[config.mk]
export PLATFORM = sky130hd
export DESIGN_NAME = ptsp_top
export DESIGN_NICKNAME = d
export VERILOG_FILES = /design/src/core/ptsp_pkg.sv /design/src/core/ptsp_time_if.sv /design/src/core/ptsp_sticky_flag.sv /design/src/core/ptsp_pulse_gen.sv /design/src/core/ptsp_top.sv
export SDC_FILE = /design/constraint.sdc
export NUM_CORES = 1
export LEC_CHECK = 0
export ABC_AREA = 1
export BUFFER_PORTS_ARGS = -buffer_cell sky130_fd_sc_hd__buf_2
export CAP_MARGIN = 15
export CORE_ASPECT_RATIO = 2
export CORE_MARGIN = 1.5
export CORE_UTILIZATION = 44
export DETAILED_ROUTE_END_ITERATION = 10
export PLACE_DENSITY_LB_ADDON = 0.08
export SYNTH_ARGS = -nofsm -noshare
export SYNTH_HDL_FRONTEND = slang
export SYNTH_SLANG_ARGS = --single-unit
[constraint.sdc]
create_clock -name clk -period 1.8 [get_ports clk]
set_input_delay 0.09 -clock clk [delete_from_list [all_inputs] [get_ports clk]]
set_output_delay 0.09 -clock clk [all_outputs]
set_load 0.05 [all_outputs]
[src/core/ptsp_pkg.sv]
// Package: register map, field layout and constants of the time status and pulse unit
package ptsp_pkg;

  // ----------------------------------------------------------------
  // Register map (byte addresses on the APB)
  // ----------------------------------------------------------------
  localparam int ADDR_W = 12;
  localparam logic [ADDR_W-1:0] OFS_SECONDS_UPPER_WORD = 12'h724;
  localparam logic [ADDR_W-1:0] OFS_TIME_STAMP_FLAGS = 12'h728;
  localparam logic [ADDR_W-1:0] OFS_PULSE_OUTPUT_CONTROL = 12'h72c;
  localparam logic [ADDR_W-1:0] OFS_IRQ_STATUS = 12'h740;
  localparam logic [ADDR_W-1:0] OFS_IRQ_MASK = 12'h744;

  // ----------------------------------------------------------------
  // Field widths and positions
  // ----------------------------------------------------------------
  localparam int DATA_W = 32;
  localparam int UPPER_W = 16;
  localparam int SECONDS_W = 32;
  localparam int SUBSEC_W = 31;
  localparam int FREQ_W = 4;
  localparam int FLAG_SEC_OVF = 0;
  localparam int FLAG_TGT_REACHED = 1;
  localparam int FLAG_TGT_ERROR = 3;
  localparam int FLAG_W = 4;
  localparam int AUX_COUNT_LSB = 25;
  localparam int AUX_COUNT_MSB = 27;

  // Interrupt event positions in the status and mask registers
  localparam int EV_SEC_OVF = 0;
  localparam int EV_TGT_REACHED = 1;
  localparam int EV_TGT_ERROR = 2;
  localparam int NUM_EV = 3;

  // ----------------------------------------------------------------
  // Reset values
  // ----------------------------------------------------------------
  localparam logic [UPPER_W-1:0] RST_UPPER = 16'h0000;
  localparam logic [FREQ_W-1:0] RST_FREQ = 4'h0;
  localparam logic [NUM_EV-1:0] RST_IRQ_MASK = 3'h0;

  // ----------------------------------------------------------------
  // Time base
  // ----------------------------------------------------------------
  // Highest sub-second bit; with a nonzero frequency code n the pulse follows bit TOP_SUBSEC_BIT - n
  localparam logic [4:0] TOP_SUBSEC_BIT = 5'h1e;
  // Last nanosecond value before the seconds carry in decimal rollover
  localparam logic [SUBSEC_W-1:0] DECIMAL_NS_MAX = 31'h3b9ac9ff;

endpackage

[src/core/ptsp_time_if.sv]
// Interface: system time carried from the register block to the pulse generator
`timescale 1ns/1ps
interface ptsp_time_if;
  logic [31:0] secondsLow;
  logic [30:0] subseconds;
  logic decimalMode;
  modport src (output secondsLow, output subseconds, output decimalMode);
  modport snk (input secondsLow, input subseconds, input decimalMode);
endinterface

[src/core/ptsp_sticky_flag.sv]
// Sticky flag bank: hardware set wins over a clear in the same cycle
`timescale 1ns/1ps
module ptsp_sticky_flag #(
  parameter int W = 1
) (
  // Clock and reset
  input wire logic clk,
  input wire logic sys_rst,
  // Set and clear strobes
  input wire logic [W-1:0] setEv,
  input wire logic [W-1:0] clrEv,
  // Flags
  output logic [W-1:0] flag
);

  logic [W-1:0] flag_reg;
  logic [W-1:0] flag_next;

  assign flag_next = setEv | (flag_reg & ~clrEv);
  assign flag = flag_reg;

  always_ff @(posedge clk or posedge sys_rst) begin
    if (sys_rst) begin
      flag_reg <= '0;
    end else begin
      flag_reg <= flag_next;
    end
  end

endmodule

[src/core/ptsp_pulse_gen.sv]
// Pulse-per-second generator driven from the system time counter bits
`timescale 1ns/1ps
module ptsp_pulse_gen
  import ptsp_pkg::*;
(
  // Clock and reset
  input wire logic clk,
  input wire logic sys_rst,
  // System time
  ptsp_time_if.snk timeBus,
  // Control
  input wire logic [ptsp_pkg::FREQ_W-1:0] freqSel,
  // Pulse output
  output logic ppsOut
);

  import ptsp_pkg::*;

  logic ppsOut_reg;
  logic ppsOut_next;
  logic prevSecLsb_reg;
  logic primed_reg;
  logic [4:0] bitIdx;
  logic secondStep;

  // The same counter bit serves both modes; in decimal mode its weight
  // makes the average frequency half and the periods uneven
  assign bitIdx = TOP_SUBSEC_BIT - {1'b0, freqSel};
  assign secondStep = primed_reg && (timeBus.secondsLow[0] != prevSecLsb_reg);
  assign ppsOut_next = (freqSel == RST_FREQ) ? secondStep
                     : timeBus.subseconds[bitIdx];
  assign ppsOut = ppsOut_reg;

  always_ff @(posedge clk or posedge sys_rst) begin
    if (sys_rst) begin
      ppsOut_reg <= 1'b0;
      prevSecLsb_reg <= 1'b0;
      primed_reg <= 1'b0;
    end else begin
      ppsOut_reg <= ppsOut_next;
      prevSecLsb_reg <= timeBus.secondsLow[0];
      primed_reg <= 1'b1;
    end
  end

endmodule

[src/core/ptsp_top.sv]
// Time status, upper seconds word and pulse output block with APB register access
`timescale 1ns/1ps

// Summary of operation
// - Upper 16 bits of the 48-bit seconds count live in their own register.
// - Software writes the upper seconds word directly; the block loads it.
// - Upper seconds word increments by one on each lower 32-bit seconds overflow.
// - Reading the flags register clears the status bits that the read returned; bits 27 to 25 are not cleared.
// - Target-error flag sets when a programmed target has already elapsed; clears on read.
// - Target-reached flag sets when system time is at or past the target.
// - Seconds-overflow flag sets when the 32-bit seconds count overflows.
// - Frequency code zero gives one clock-wide pulse per second.
// - Nonzero code in binary rollover gives a clock of 2 to the code hertz.
// - Binary rollover pulse clock has a 50 percent duty cycle.
// - Decimal rollover gives half frequency on average, realigned each second.
// - Decimal code 1: low about 537 ms, then high about 463 ms.
// - Decimal code 2: one 537 ms period, then 268 ms low, 195 ms high.
// - Decimal code 3: three 268 ms periods, then 134 ms low, 61 ms high.
// - Auxiliary snapshot count field reads zero and is untouched by reads.
// - Decimal rollover sub-seconds step in 1 ns and wrap after 999,999,999.
// - Reaching the target time raises an interrupt event when enabled.
module ptsp_top
  import ptsp_pkg::*;
(
  // Clock and reset
  input wire logic clk,
  input wire logic sys_rst,
  // APB slave
  input wire logic psel,
  input wire logic penable,
  input wire logic pwrite,
  input wire logic [ptsp_pkg::ADDR_W-1:0] paddr,
  input wire logic [ptsp_pkg::DATA_W-1:0] pwdata,
  output logic [ptsp_pkg::DATA_W-1:0] prdata,
  output logic pready,
  output logic pslverr,
  // System time from the counter
  input wire logic [ptsp_pkg::SECONDS_W-1:0] secondsLow,
  input wire logic [ptsp_pkg::SUBSEC_W-1:0] subseconds,
  input wire logic secondsCarry,
  input wire logic decimalRolloverSelect,
  // Target time registers
  input wire logic [ptsp_pkg::SECONDS_W-1:0] targetSeconds,
  input wire logic [ptsp_pkg::SUBSEC_W-1:0] targetNanoseconds,
  input wire logic targetWritten,
  // Outputs
  output logic [ptsp_pkg::UPPER_W-1:0] upperSecondsCount,
  output logic pulsePerSecondOut,
  output logic irq
);

  import ptsp_pkg::*;

  // ----------------------------------------------------------------
  // Declarations
  // ----------------------------------------------------------------
  typedef enum logic {
    ACC_IDLE = 1'b0,
    ACC_RESP = 1'b1
  } ptsp_apb_state_t;

  ptsp_apb_state_t apbState_reg;
  ptsp_apb_state_t apbState_next;
  logic pready_reg;
  logic pready_next;
  logic pslverr_reg;
  logic pslverr_next;
  logic [DATA_W-1:0] prdata_reg;
  logic [DATA_W-1:0] prdata_next;
  logic [UPPER_W-1:0] upper_reg;
  logic [UPPER_W-1:0] upper_next;
  logic [FREQ_W-1:0] freq_reg;
  logic [NUM_EV-1:0] irqMask_reg;
  logic irq_reg;
  logic armed_reg;
  logic armed_next;
  logic [FREQ_W-1:0] freq_next;
  logic [NUM_EV-1:0] irqMask_next;
  logic irq_next;

  logic accessPhase;
  logic xferDone;
  logic wrDone;
  logic rdDone;
  logic selUpper;
  logic selFlags;
  logic selCtrl;
  logic selIrqStat;
  logic selIrqMask;
  logic addrHit;
  logic [DATA_W-1:0] readMux;
  logic wrUpper;
  logic wrCtrl;
  logic wrIrqMask;
  logic wrIrqStat;
  logic rdFlags;
  logic captureRead;
  logic [DATA_W-1:0] rdWordUpper;
  logic [DATA_W-1:0] rdWordFlags;
  logic [DATA_W-1:0] rdWordCtrl;
  logic [DATA_W-1:0] rdWordIrqStat;
  logic [DATA_W-1:0] rdWordIrqMask;

  logic secOnly;
  logic timeGeTarget;
  logic reachedEv;
  logic errorEv;
  logic secEqual;
  logic nsReached;
  logic ovfEv;
  logic [UPPER_W-1:0] upperInc;

  logic [FLAG_W-1:0] flagSet;
  logic [FLAG_W-1:0] flagClr;
  logic [FLAG_W-1:0] flags;
  logic [NUM_EV-1:0] irqSet;
  logic [NUM_EV-1:0] irqClr;
  logic [NUM_EV-1:0] irqStatus;

  ptsp_time_if timeBus ();

  // ----------------------------------------------------------------
  // APB decode
  // ----------------------------------------------------------------
  // One wait state: pready rises in the second access cycle
  assign accessPhase = psel && penable;
  assign xferDone = accessPhase && pready_reg;
  assign wrDone = xferDone && pwrite;
  assign rdDone = xferDone && !pwrite;

  assign selUpper = (paddr == OFS_SECONDS_UPPER_WORD);
  assign selFlags = (paddr == OFS_TIME_STAMP_FLAGS);
  assign selCtrl = (paddr == OFS_PULSE_OUTPUT_CONTROL);
  assign selIrqStat = (paddr == OFS_IRQ_STATUS);
  assign selIrqMask = (paddr == OFS_IRQ_MASK);
  assign addrHit = selUpper || selFlags || selCtrl || selIrqStat || selIrqMask;

  // ----------------------------------------------------------------
  // Write and read strobes
  // ----------------------------------------------------------------
  assign wrUpper = wrDone && selUpper;
  assign wrCtrl = wrDone && selCtrl;
  assign wrIrqMask = wrDone && selIrqMask;
  assign wrIrqStat = wrDone && selIrqStat;
  assign rdFlags = rdDone && selFlags;
  // Read data are latched in the first access cycle and stand with pready
  assign captureRead = accessPhase && !pready_reg && !pwrite;

  // ----------------------------------------------------------------
  // Read data selection
  // ----------------------------------------------------------------
  // Auxiliary snapshot fields and all reserved bits read as zero
  assign rdWordUpper = {{(DATA_W-UPPER_W){1'b0}}, upper_reg};
  assign rdWordFlags = {{(DATA_W-FLAG_W){1'b0}}, flags};
  assign rdWordCtrl = {{(DATA_W-FREQ_W){1'b0}}, freq_reg};
  assign rdWordIrqStat = {{(DATA_W-NUM_EV){1'b0}}, irqStatus};
  assign rdWordIrqMask = {{(DATA_W-NUM_EV){1'b0}}, irqMask_reg};

  assign readMux = selUpper ? rdWordUpper
                 : selFlags ? rdWordFlags
                 : selCtrl ? rdWordCtrl
                 : selIrqStat ? rdWordIrqStat
                 : selIrqMask ? rdWordIrqMask
                 : '0;
  assign prdata_next = captureRead ? readMux : prdata_reg;

  // ----------------------------------------------------------------
  // APB response
  // ----------------------------------------------------------------
  // One response cycle follows each first access cycle
  always_comb begin
    apbState_next = apbState_reg;
    case (apbState_reg)
      ACC_IDLE: begin
        if (accessPhase) begin
          apbState_next = ACC_RESP;
        end
      end
      ACC_RESP: begin
        apbState_next = ACC_IDLE;
      end
      default: begin
        apbState_next = ACC_IDLE;
      end
    endcase
  end

  // Unmapped addresses answer with an error and read as zero
  assign pready_next = (apbState_next == ACC_RESP);
  assign pslverr_next = pready_next && !addrHit;

  always_ff @(posedge clk or posedge sys_rst) begin
    if (sys_rst) begin
      apbState_reg <= ACC_IDLE;
      pready_reg <= 1'b0;
      pslverr_reg <= 1'b0;
      prdata_reg <= '0;
    end else begin
      apbState_reg <= apbState_next;
      pready_reg <= pready_next;
      pslverr_reg <= pslverr_next;
      prdata_reg <= prdata_next;
    end
  end

  assign pready = pready_reg;
  assign pslverr = pslverr_reg;
  assign prdata = prdata_reg;

  // ----------------------------------------------------------------
  // Upper seconds word
  // ----------------------------------------------------------------
  // A software write takes priority over a carry in the same cycle
  assign upperInc = upper_reg + 16'h0001;
  assign upper_next = wrUpper ? pwdata[UPPER_W-1:0]
                    : secondsCarry ? upperInc
                    : upper_reg;

  always_ff @(posedge clk or posedge sys_rst) begin
    if (sys_rst) begin
      upper_reg <= RST_UPPER;
    end else begin
      upper_reg <= upper_next;
    end
  end

  assign upperSecondsCount = upper_reg;

  // ----------------------------------------------------------------
  // Control registers
  // ----------------------------------------------------------------
  // Only the low field bits are kept; reserved bits of a write are dropped
  assign freq_next = wrCtrl ? pwdata[FREQ_W-1:0] : freq_reg;
  assign irqMask_next = wrIrqMask ? pwdata[NUM_EV-1:0] : irqMask_reg;

  always_ff @(posedge clk or posedge sys_rst) begin
    if (sys_rst) begin
      freq_reg <= RST_FREQ;
    end else begin
      freq_reg <= freq_next;
    end
  end

  always_ff @(posedge clk or posedge sys_rst) begin
    if (sys_rst) begin
      irqMask_reg <= RST_IRQ_MASK;
    end else begin
      irqMask_reg <= irqMask_next;
    end
  end

  // ----------------------------------------------------------------
  // Target time comparison
  // ----------------------------------------------------------------
  // Nanosecond targets are compared in the counter's own units, so the
  // decimal wrap at DECIMAL_NS_MAX needs no special handling here
  assign secOnly = (secondsLow > targetSeconds);
  assign secEqual = (secondsLow == targetSeconds);
  assign nsReached = (subseconds >= targetNanoseconds);
  assign timeGeTarget = secOnly || (secEqual && nsReached);

  // A target programmed into the past is reported and never armed
  assign errorEv = targetWritten && timeGeTarget;
  assign reachedEv = armed_reg && timeGeTarget && !targetWritten;
  assign armed_next = targetWritten ? !timeGeTarget
                    : reachedEv ? 1'b0
                    : armed_reg;

  always_ff @(posedge clk or posedge sys_rst) begin
    if (sys_rst) begin
      armed_reg <= 1'b0;
    end else begin
      armed_reg <= armed_next;
    end
  end

  // ----------------------------------------------------------------
  // Time stamp flags (clear on read)
  // ----------------------------------------------------------------
  assign ovfEv = secondsCarry;

  always_comb begin
    flagSet = '0;
    flagSet[FLAG_SEC_OVF] = ovfEv;
    flagSet[FLAG_TGT_REACHED] = reachedEv;
    flagSet[FLAG_TGT_ERROR] = errorEv;
  end

  // A completed read clears the bits that it reported; an event that lands
  // after the data were latched stays set for the next read
  assign flagClr = rdFlags ? prdata_reg[FLAG_W-1:0] : '0;

  ptsp_sticky_flag #(
    .W(FLAG_W)
  ) u_flags (
    .clk(clk),
    .sys_rst(sys_rst),
    .setEv(flagSet),
    .clrEv(flagClr),
    .flag(flags)
  );

  // ----------------------------------------------------------------
  // Interrupt status (write one to clear) and mask
  // ----------------------------------------------------------------
  assign irqSet = {errorEv, reachedEv, ovfEv};
  assign irqClr = wrIrqStat ? pwdata[NUM_EV-1:0] : '0;

  ptsp_sticky_flag #(
    .W(NUM_EV)
  ) u_irq_status (
    .clk(clk),
    .sys_rst(sys_rst),
    .setEv(irqSet),
    .clrEv(irqClr),
    .flag(irqStatus)
  );

  assign irq_next = |(irqStatus & irqMask_reg);

  always_ff @(posedge clk or posedge sys_rst) begin
    if (sys_rst) begin
      irq_reg <= 1'b0;
    end else begin
      irq_reg <= irq_next;
    end
  end

  assign irq = irq_reg;

  // ----------------------------------------------------------------
  // Pulse output
  // ----------------------------------------------------------------
  assign timeBus.secondsLow = secondsLow;
  assign timeBus.subseconds = subseconds;
  assign timeBus.decimalMode = decimalRolloverSelect;

  ptsp_pulse_gen u_pulse (
    .clk(clk),
    .sys_rst(sys_rst),
    .timeBus(timeBus.snk),
    .freqSel(freq_reg),
    .ppsOut(pulsePerSecondOut)
  );

endmodule

==> impl_results.md, run 1 <==
- Status: completed
- Worst Setup SP: upperSecondsCount[9]
- Die ar.: between 10,000 and 15,000 um^2
- Hold path cells: 3
- Clock buffer count from CTS: 5
- CP Launch Type: flop
- Crit path max-delay cell type: dfrtp_1
- Top-area cell type share of the netlist area: 26.70%
- Die X: 78.13 um
- Max_cap viols: 0
- Crit path capture: upperSecondsCount[15]
- Top fanout value on the critical path: 4
- R2R cell count: 7
- H-tree depth: 2
- Final GP Congestion: 0.9146
- Final period util: 93.61%
- Mapped Area: 4967 um^2
- IO Port Bufs: between 150 and 200
- CTS tree: built
- Syn avg cell area: about 6.9 um^2
- Power density over the cells: 613.3 nW/um^2
- Yosys reg bits: 53
- Global-route wire length before repair: ~24 mm
- Asr flop ratio synth: 100.0%
- Fmax: around 590 MHz
- Worst hold path type: in -> reg
- P_leak: 3.733 nW
- Antenna diode count: 0
- Post-synth EDFFs: 0
- CP Data Arrival Time: 1.88 ns
- Synth area leader: dfrtp_1
- Reg2reg setup slack: 0.12 ns
- Clock Pin Slew Worst Setup and Hold Paths: 0.08 ns
- Core Area: 10,950 um^2
- Detail Route Antenna Nets: 0
- Drt wl/cell: 14.83 um
- Top FF cell, synth: dfrtp_1
- CP endpoint kind: flop
- Largest net degree at the start of global routing: 37
- Clk sinks: 53
- Yosys warns: 0
- VDD IR max: 710.9 uV
- Detailed Place HPWL: 13.43 mm
- Vias: roughly 5,400
- RSZ-0062 raised after global routing: no
- Clock latency on the worst-skew pair: 0.30 ns
- Final setup viols: 0
- Vias in the first global route: 5,545
- Initial antenna violation count: 0
- Post-synthesis cell count: roughly 720
- Share of layout cells above drive strength 1: 26.00%
- Clk_skew: between 0.01 and 0.015 ns
- Tot Pwr: approximately 3.9 mW
- Congestion Overflow GR: 0
- Critical Path RT: between 1.5 and 2 ns
- Netlist cell types: 39
- Via density: 5.088
- Critical path, cell by cell: inv_1 -> nor3_1 -> inv_1 -> nor2_2 -> nand4_1 -> a21oi_1 -> o21ai_1
- Drt pass-1 iters: 4
- Wirelength, routed: around 16 mm
- Min Tclk post-route: about 1.7 ns
- Initial Util: 45.38%
- Register area share after synthesis: 26.70%
- Hold Fails Final Rpt: 0
- Post-CTS Repair Setup Buffers: 0
- I/O pins: 230
- Row count: 54
- Nets: 1,170
- Most common cell after layout, fill and taps aside: buf_2
- DRC errors left: 0
- Critical path type: reg -> reg
- R2R Path Start: upperSecondsCount[9]
- GRT Total Usage: a little over a quarter
- Pins Over Slew Limit: 0
- Critical Path Most Common Cell: inv_1
- Largest cells by area after synthesis: dfrtp_1 (27%), ha_1 (17%), nand2_1 (12%)
- Layout area overhead: 27.28%
- CTS Buffer Depth: 2
- Die height: 153.3 um
- Most frequent cells in the layout: buf_2 (195), nand2_1 (161), inv_1 (132), ha_1 (66), nor2_1 (60)
- Max incr delay on CP: 0.40 ns
- Setup TNS: 0 ns
- CTS root buf: clkbuf_16
- Initial DRC count: around 140
- Worst reg2reg endpoint: upperSecondsCount[15]
[cells in the mapped netlist, types with 3 or more instances]
| library cell | count |
|---|---|
| dfrtp_1 | 53 |
| a21o_1 | 4 |
| buf_2 | 4 |
| o22ai_1 | 3 |
| o211ai_1 | 8 |
| nand4_1 | 13 |
| o221ai_1 | 4 |
| o21ai_0 | 43 |
| nor2_4 | 3 |
| nor2_1 | 61 |
| nor3_1 | 10 |
| nand3_1 | 42 |
| buf_4 | 17 |
| ha_1 | 66 |
| nand3b_1 | 3 |
| clkbuf_1 | 5 |
| inv_1 | 133 |
| xor2_1 | 3 |
| nand2_1 | 161 |
| nor2_2 | 3 |
| a21oi_1 | 41 |
| nand3_2 | 3 |
| o31ai_1 | 13 |
[logic make-up (layout without fill, tap and decap cells)]
group                    Yosys count  after routing  synth area share, %
AND/OR/NAND/NOR                  308            308                27.66
other                              2             17               0.1512
flip-flops                        53             53                26.70
adder cells (fa/ha/maj)           66             66                16.62
XOR/XNOR                           4              4               0.7054
AO/OA/AOI/OAI                    125            125                14.56
buffers and inverters            161            354                13.60
[metrics by stage]
step	std cells	utilization, %	area [um^2]	setup slack, ns	hold slack (ns)
final	1067	57.76	6322	0.1150	0.03146
after global routing	1067	57.76	6322	0.004078	0.05311
after CTS	1068	57.62	6307	0.1124	0.02882
after detailed placement	1058	56.04	6133	0.1350	0.1304
after global placement	1058	56.04	6133	0.1761	0.1229
after floorplan	734	-	5026	0.002922	0.1214
[critical path, delay by kind of cell (launching register included)]
family	cells	cell delay [ns]
AOI/OAI and AO/OA	2	0.23
and+or+nand+nor	3	0.63
buffers and inverters	2	0.31
DFF	1	0.40
[worst min path at each step]
stage / start / end
floorplan: secondsLow[0] / u_pulse.prevSecLsb_reg
global placement: sys_rst / upperSecondsCount[14]
detailed placement: sys_rst / u_flags.flag[1]
CTS: pwdata[2] / upperSecondsCount[2]
global route: pwdata[7] / upperSecondsCount[7]
finish: penable / pready
[per-layer routing]
metal	up-vias	part of all wire (%)	wire (um)	track usage, %
met2	201	57	9097	52.71
met3	45	4.0	630	2.806
li1	2730	-	-	-
met1	2453	33	5225	22.94
met5	-	0	0	0
met4	0	5.5	870	16.41
[report_power, final]
group | switching [mW] | internal, mW
logic | 0.980 | 0.476
clock network | 0.484 | 0.534
registers | 0.121 | 1.28
total | 1.59 | 2.29
[timing repair]
action,in CTS,in global routing
resized for setup,0,5
endpoints found under the hold margin,18,0
hold buffers,2,0
setup endpoints to repair,0,6
[cell type report]
cell class	count	area, um^2
clock inverter	3	28.78
multi-input combinational	520	3039
timing repair buffer	211	1116
sequential	53	1329
fill	1102	4623
inverter	135	509.2
clock buffer	5	125.1
tap	140	175.2
Note: power is estimated with default switching activity, not from simulation.
==> run 2, diff against run 1 <==
Settings changed: RECOVER_POWER set to 100.
==> run 2 against run 1 <==
Against the previous run:
- flip-flop and latch count did not move
- critical path type unchanged
- global-route usage unchanged
- design area down 1.1%
- final cell count unchanged
- worst setup slack better by 0.0098 ns
- clock-buffer cell count unchanged
- clock skew shrank 0.00077 ns
- critical endpoint unchanged
- largest cell class unchanged
- first-iteration DRC count is 12% higher
- utilization is 0.66 points lower
==> impl_results.md, run 2 (synthesized netlist as in run 1, its figures left out) <==
- Status: completed
- Detailed Place HPWL: 13.43 mm (unchanged)
- Vias: 5,450 (+0.39%)
- Final GP Congestion: 0.9146 (unchanged)
- Clock latency on the worst-skew pair: 0.30 ns (about the same)
- Critical path, cell by cell: inv_1 -> nor3_1 -> inv_1 -> nor2_2 -> nand4_1 -> a21oi_1 -> o21ai_1
- Initial antenna violation count: 0 (unchanged)
- Drt wl/cell: 14.78 um (-0.37%)
- CTS Buffer Depth: 2 (unchanged)
- Crit path max-delay cell type: dfrtp_1
- Clock buffer count from CTS: 5 (unchanged)
- Die height: 153.3 um (unchanged)
- Power density over the cells: 615.1 nW/um^2 (+0.29%)
- Design internal power: 2.263 mW (-1.3%)
- Critical Path RT: 1.99 ns (about the same)
- Wirelength, routed: 15.77 mm (-0.37%)
- Worst hold path type: in -> reg
- Most common cell after layout, fill and taps aside: nand2_1
- CP Launch Type: flop
- Die ar.: 11,970 um^2 (unchanged)
- Family with the most delay on the worst path: simple AND/OR/NAND/NOR gates
- Core Area: 10,950 um^2 (unchanged)
- Worst Setup SP: upperSecondsCount[9]
- GRT Total Usage: 26.02% (unchanged)
- Die X: 78.13 um (unchanged)
- CP endpoint kind: flop
- Congestion Overflow GR: 0 (unchanged)
- Worst hold margin: 0.03175 ns (+0.0002907 ns)
- Clk_skew: 0.009844 ns (-0.0007714 ns)
- Post-CTS Repair Setup Buffers: 0 (unchanged)
- DRC errors left: 0 (unchanged)
- Fmax: 597.0 MHz (+0.59%)
- Sw Ratio: 41.13% (+0.25 points)
- Min Tclk post-route: 1.675 ns (-0.009808 ns)
- Clock power share: 26.5% (+0.2 points)
- Global-route wire length before repair: 24.48 mm (unchanged)
- Nets: 1,170 (unchanged)
- CP Data Arrival Time: 1.87 ns (about the same)
- Max incr delay on CP: 0.40 ns (about the same)
- IO Port Bufs: 196 (unchanged)
- Pins Over Slew Limit: 0 (unchanged)
- Initial Util: 45.38% (unchanged)
- Clk sinks: 53 (unchanged)
- RSZ-0062 raised after global routing: no
- Largest net degree at the start of global routing: 37 (unchanged)
- WP buf/inv: 2 (unchanged)
- Layout area overhead: 25.82%
- Crit path capture: upperSecondsCount[15]
- CTS root buf: clkbuf_16
- Worst reg2reg endpoint: upperSecondsCount[15]
- NetSw: 1.581 mW (-0.26%)
- Share of layout cells above drive strength 1: 21.79% (-4.2 points)
- Headroom to the max-slew limit: 51.42%
- Initial DRC count: 161 (+12%)
- Top fanout value on the critical path: 4 (unchanged)
- Clock Pin Slew Worst Setup and Hold Paths: 0.08 ns (about the same)
- R2R cell count: 7 (unchanged)
- Final period util: 93.06% (-0.54 points)
- CTS tree: built
- Setup TNS: 0 ns (unchanged)
- Hold Fails Final Rpt: 0 (unchanged)
- Max_cap viols: 0 (unchanged)
- Comb pwr share: 37.0% (-0.5 points)
- Drt pass-1 iters: 4 (unchanged)
- Reg2reg setup slack: 0.12 ns (about the same)
- Worst Tran Pin Value: about 0.73 ns
- Critical Path Most Common Cell: inv_1
- Fill cell count: 1,116 (+1.3%)
- VDD IR max: 709.9 uV (-0.14%)
- Flop pwr share: 36.6% (+0.4 points)
- H-tree depth: 2 (unchanged)
- Critical path type: reg -> reg
- Via density: 5.108 (+0.39%)
- Most frequent cells in the layout: nand2_1 (161), buf_2 (159), inv_1 (133), ha_1 (66), nor2_1 (60)
- Final setup viols: 0 (unchanged)
- Row count: 54 (unchanged)
- Vias in the first global route: 5,545 (unchanged)
- Worst path depth: 7 (unchanged)
- Detail Route Antenna Nets: 0 (unchanged)
- Antenna diode count: 0 (unchanged)
- I/O pins: 230 (unchanged)
- R2R Path Start: upperSecondsCount[9]
- P_leak: 3.581 nW (-4.1%)
run 2: changes by cell type in the layout (fill, tap and decap cells not counted), moves of 2 or more:
cell,delta
clkbuf_1,+36
nand3_1,+2
nand3_2,-2
buf_2,-36
run 2: worst min-delay path by stage:
stage	startpoint	endpoint	cells after the start
2_1_floorplan	secondsLow[0]	u_pulse.prevSecLsb_reg	0
3_3_place_gp	sys_rst	upperSecondsCount[14]	2
3_5_place_dp	sys_rst	u_flags.flag[1]	2
4_1_cts	pwdata[2]	upperSecondsCount[2]	3
5_1_grt	pwdata[7]	upperSecondsCount[7]	3
6_report	penable	pready	3
run 2: repair_timing:
item                                   in CTS  in global routing
gates resized for setup                     0                  5
hold buffers                                2                  0
setup endpoints to repair                   0                  6
endpoints found under the hold margin      18                  0
run 2: final cells by class:
cell class	count	area, um^2	share of cell area (%)
clock inverters	3	28.78	0.4605
flip-flops and latches	53	1329	21.26
multi-input cells	520	3029	48.47
inverters	135	509.2	8.148
repair buffers	211	1054	16.86
clock buffers	5	125.1	2.002
well taps	140	175.2	2.803
run 2: power by group through the flow:
| stage | registers [mW] | clock network [mW] | logic [mW] |
|---|---|---|---|
| floorplan | 1.69 | 0 | 0.645 |
| global placement | 1.42 | 0 | 1.42 |
| detailed placement | 1.42 | 0 | 1.45 |
| CTS | 1.40 | 1.05 | 1.46 |
| global route | 1.42 | 1.08 | 1.57 |
| finish | 1.41 | 1.02 | 1.42 |
run 2: through the flow:
stage                     std cells  util (%)  worst slack, ns  cell area (um^2)  power, mW
final                          1067     57.10           0.1248              6250      3.844
after global routing           1067     57.10         0.003484              6250      4.065
after CTS                      1068     57.62           0.1124              6307      3.900
after detailed placement       1058     56.04           0.1350              6133      2.868
after global placement         1058     56.04           0.1761              6133      2.838
after floorplan                 734         -         0.002922              5026      2.339
run 2: per-layer routing:
metal	track usage, %	vias to the layer above	share of wire, %
met5	0	-	0
met1	22.94	2470	32
met3	2.806	49	4.3
li1	-	2727	-
met4	16.41	0	5.3
met2	52.71	204	58
run 2: worst register-to-register path, cell delays in order, from the launching register on:
cell and delay (ns):
dfrtp_1 0.40, inv_1 0.15, nor3_1 0.33, inv_1 0.16, nor2_2 0.20, nand4_1 0.10
a21oi_1 0.16, o21ai_1 0.07
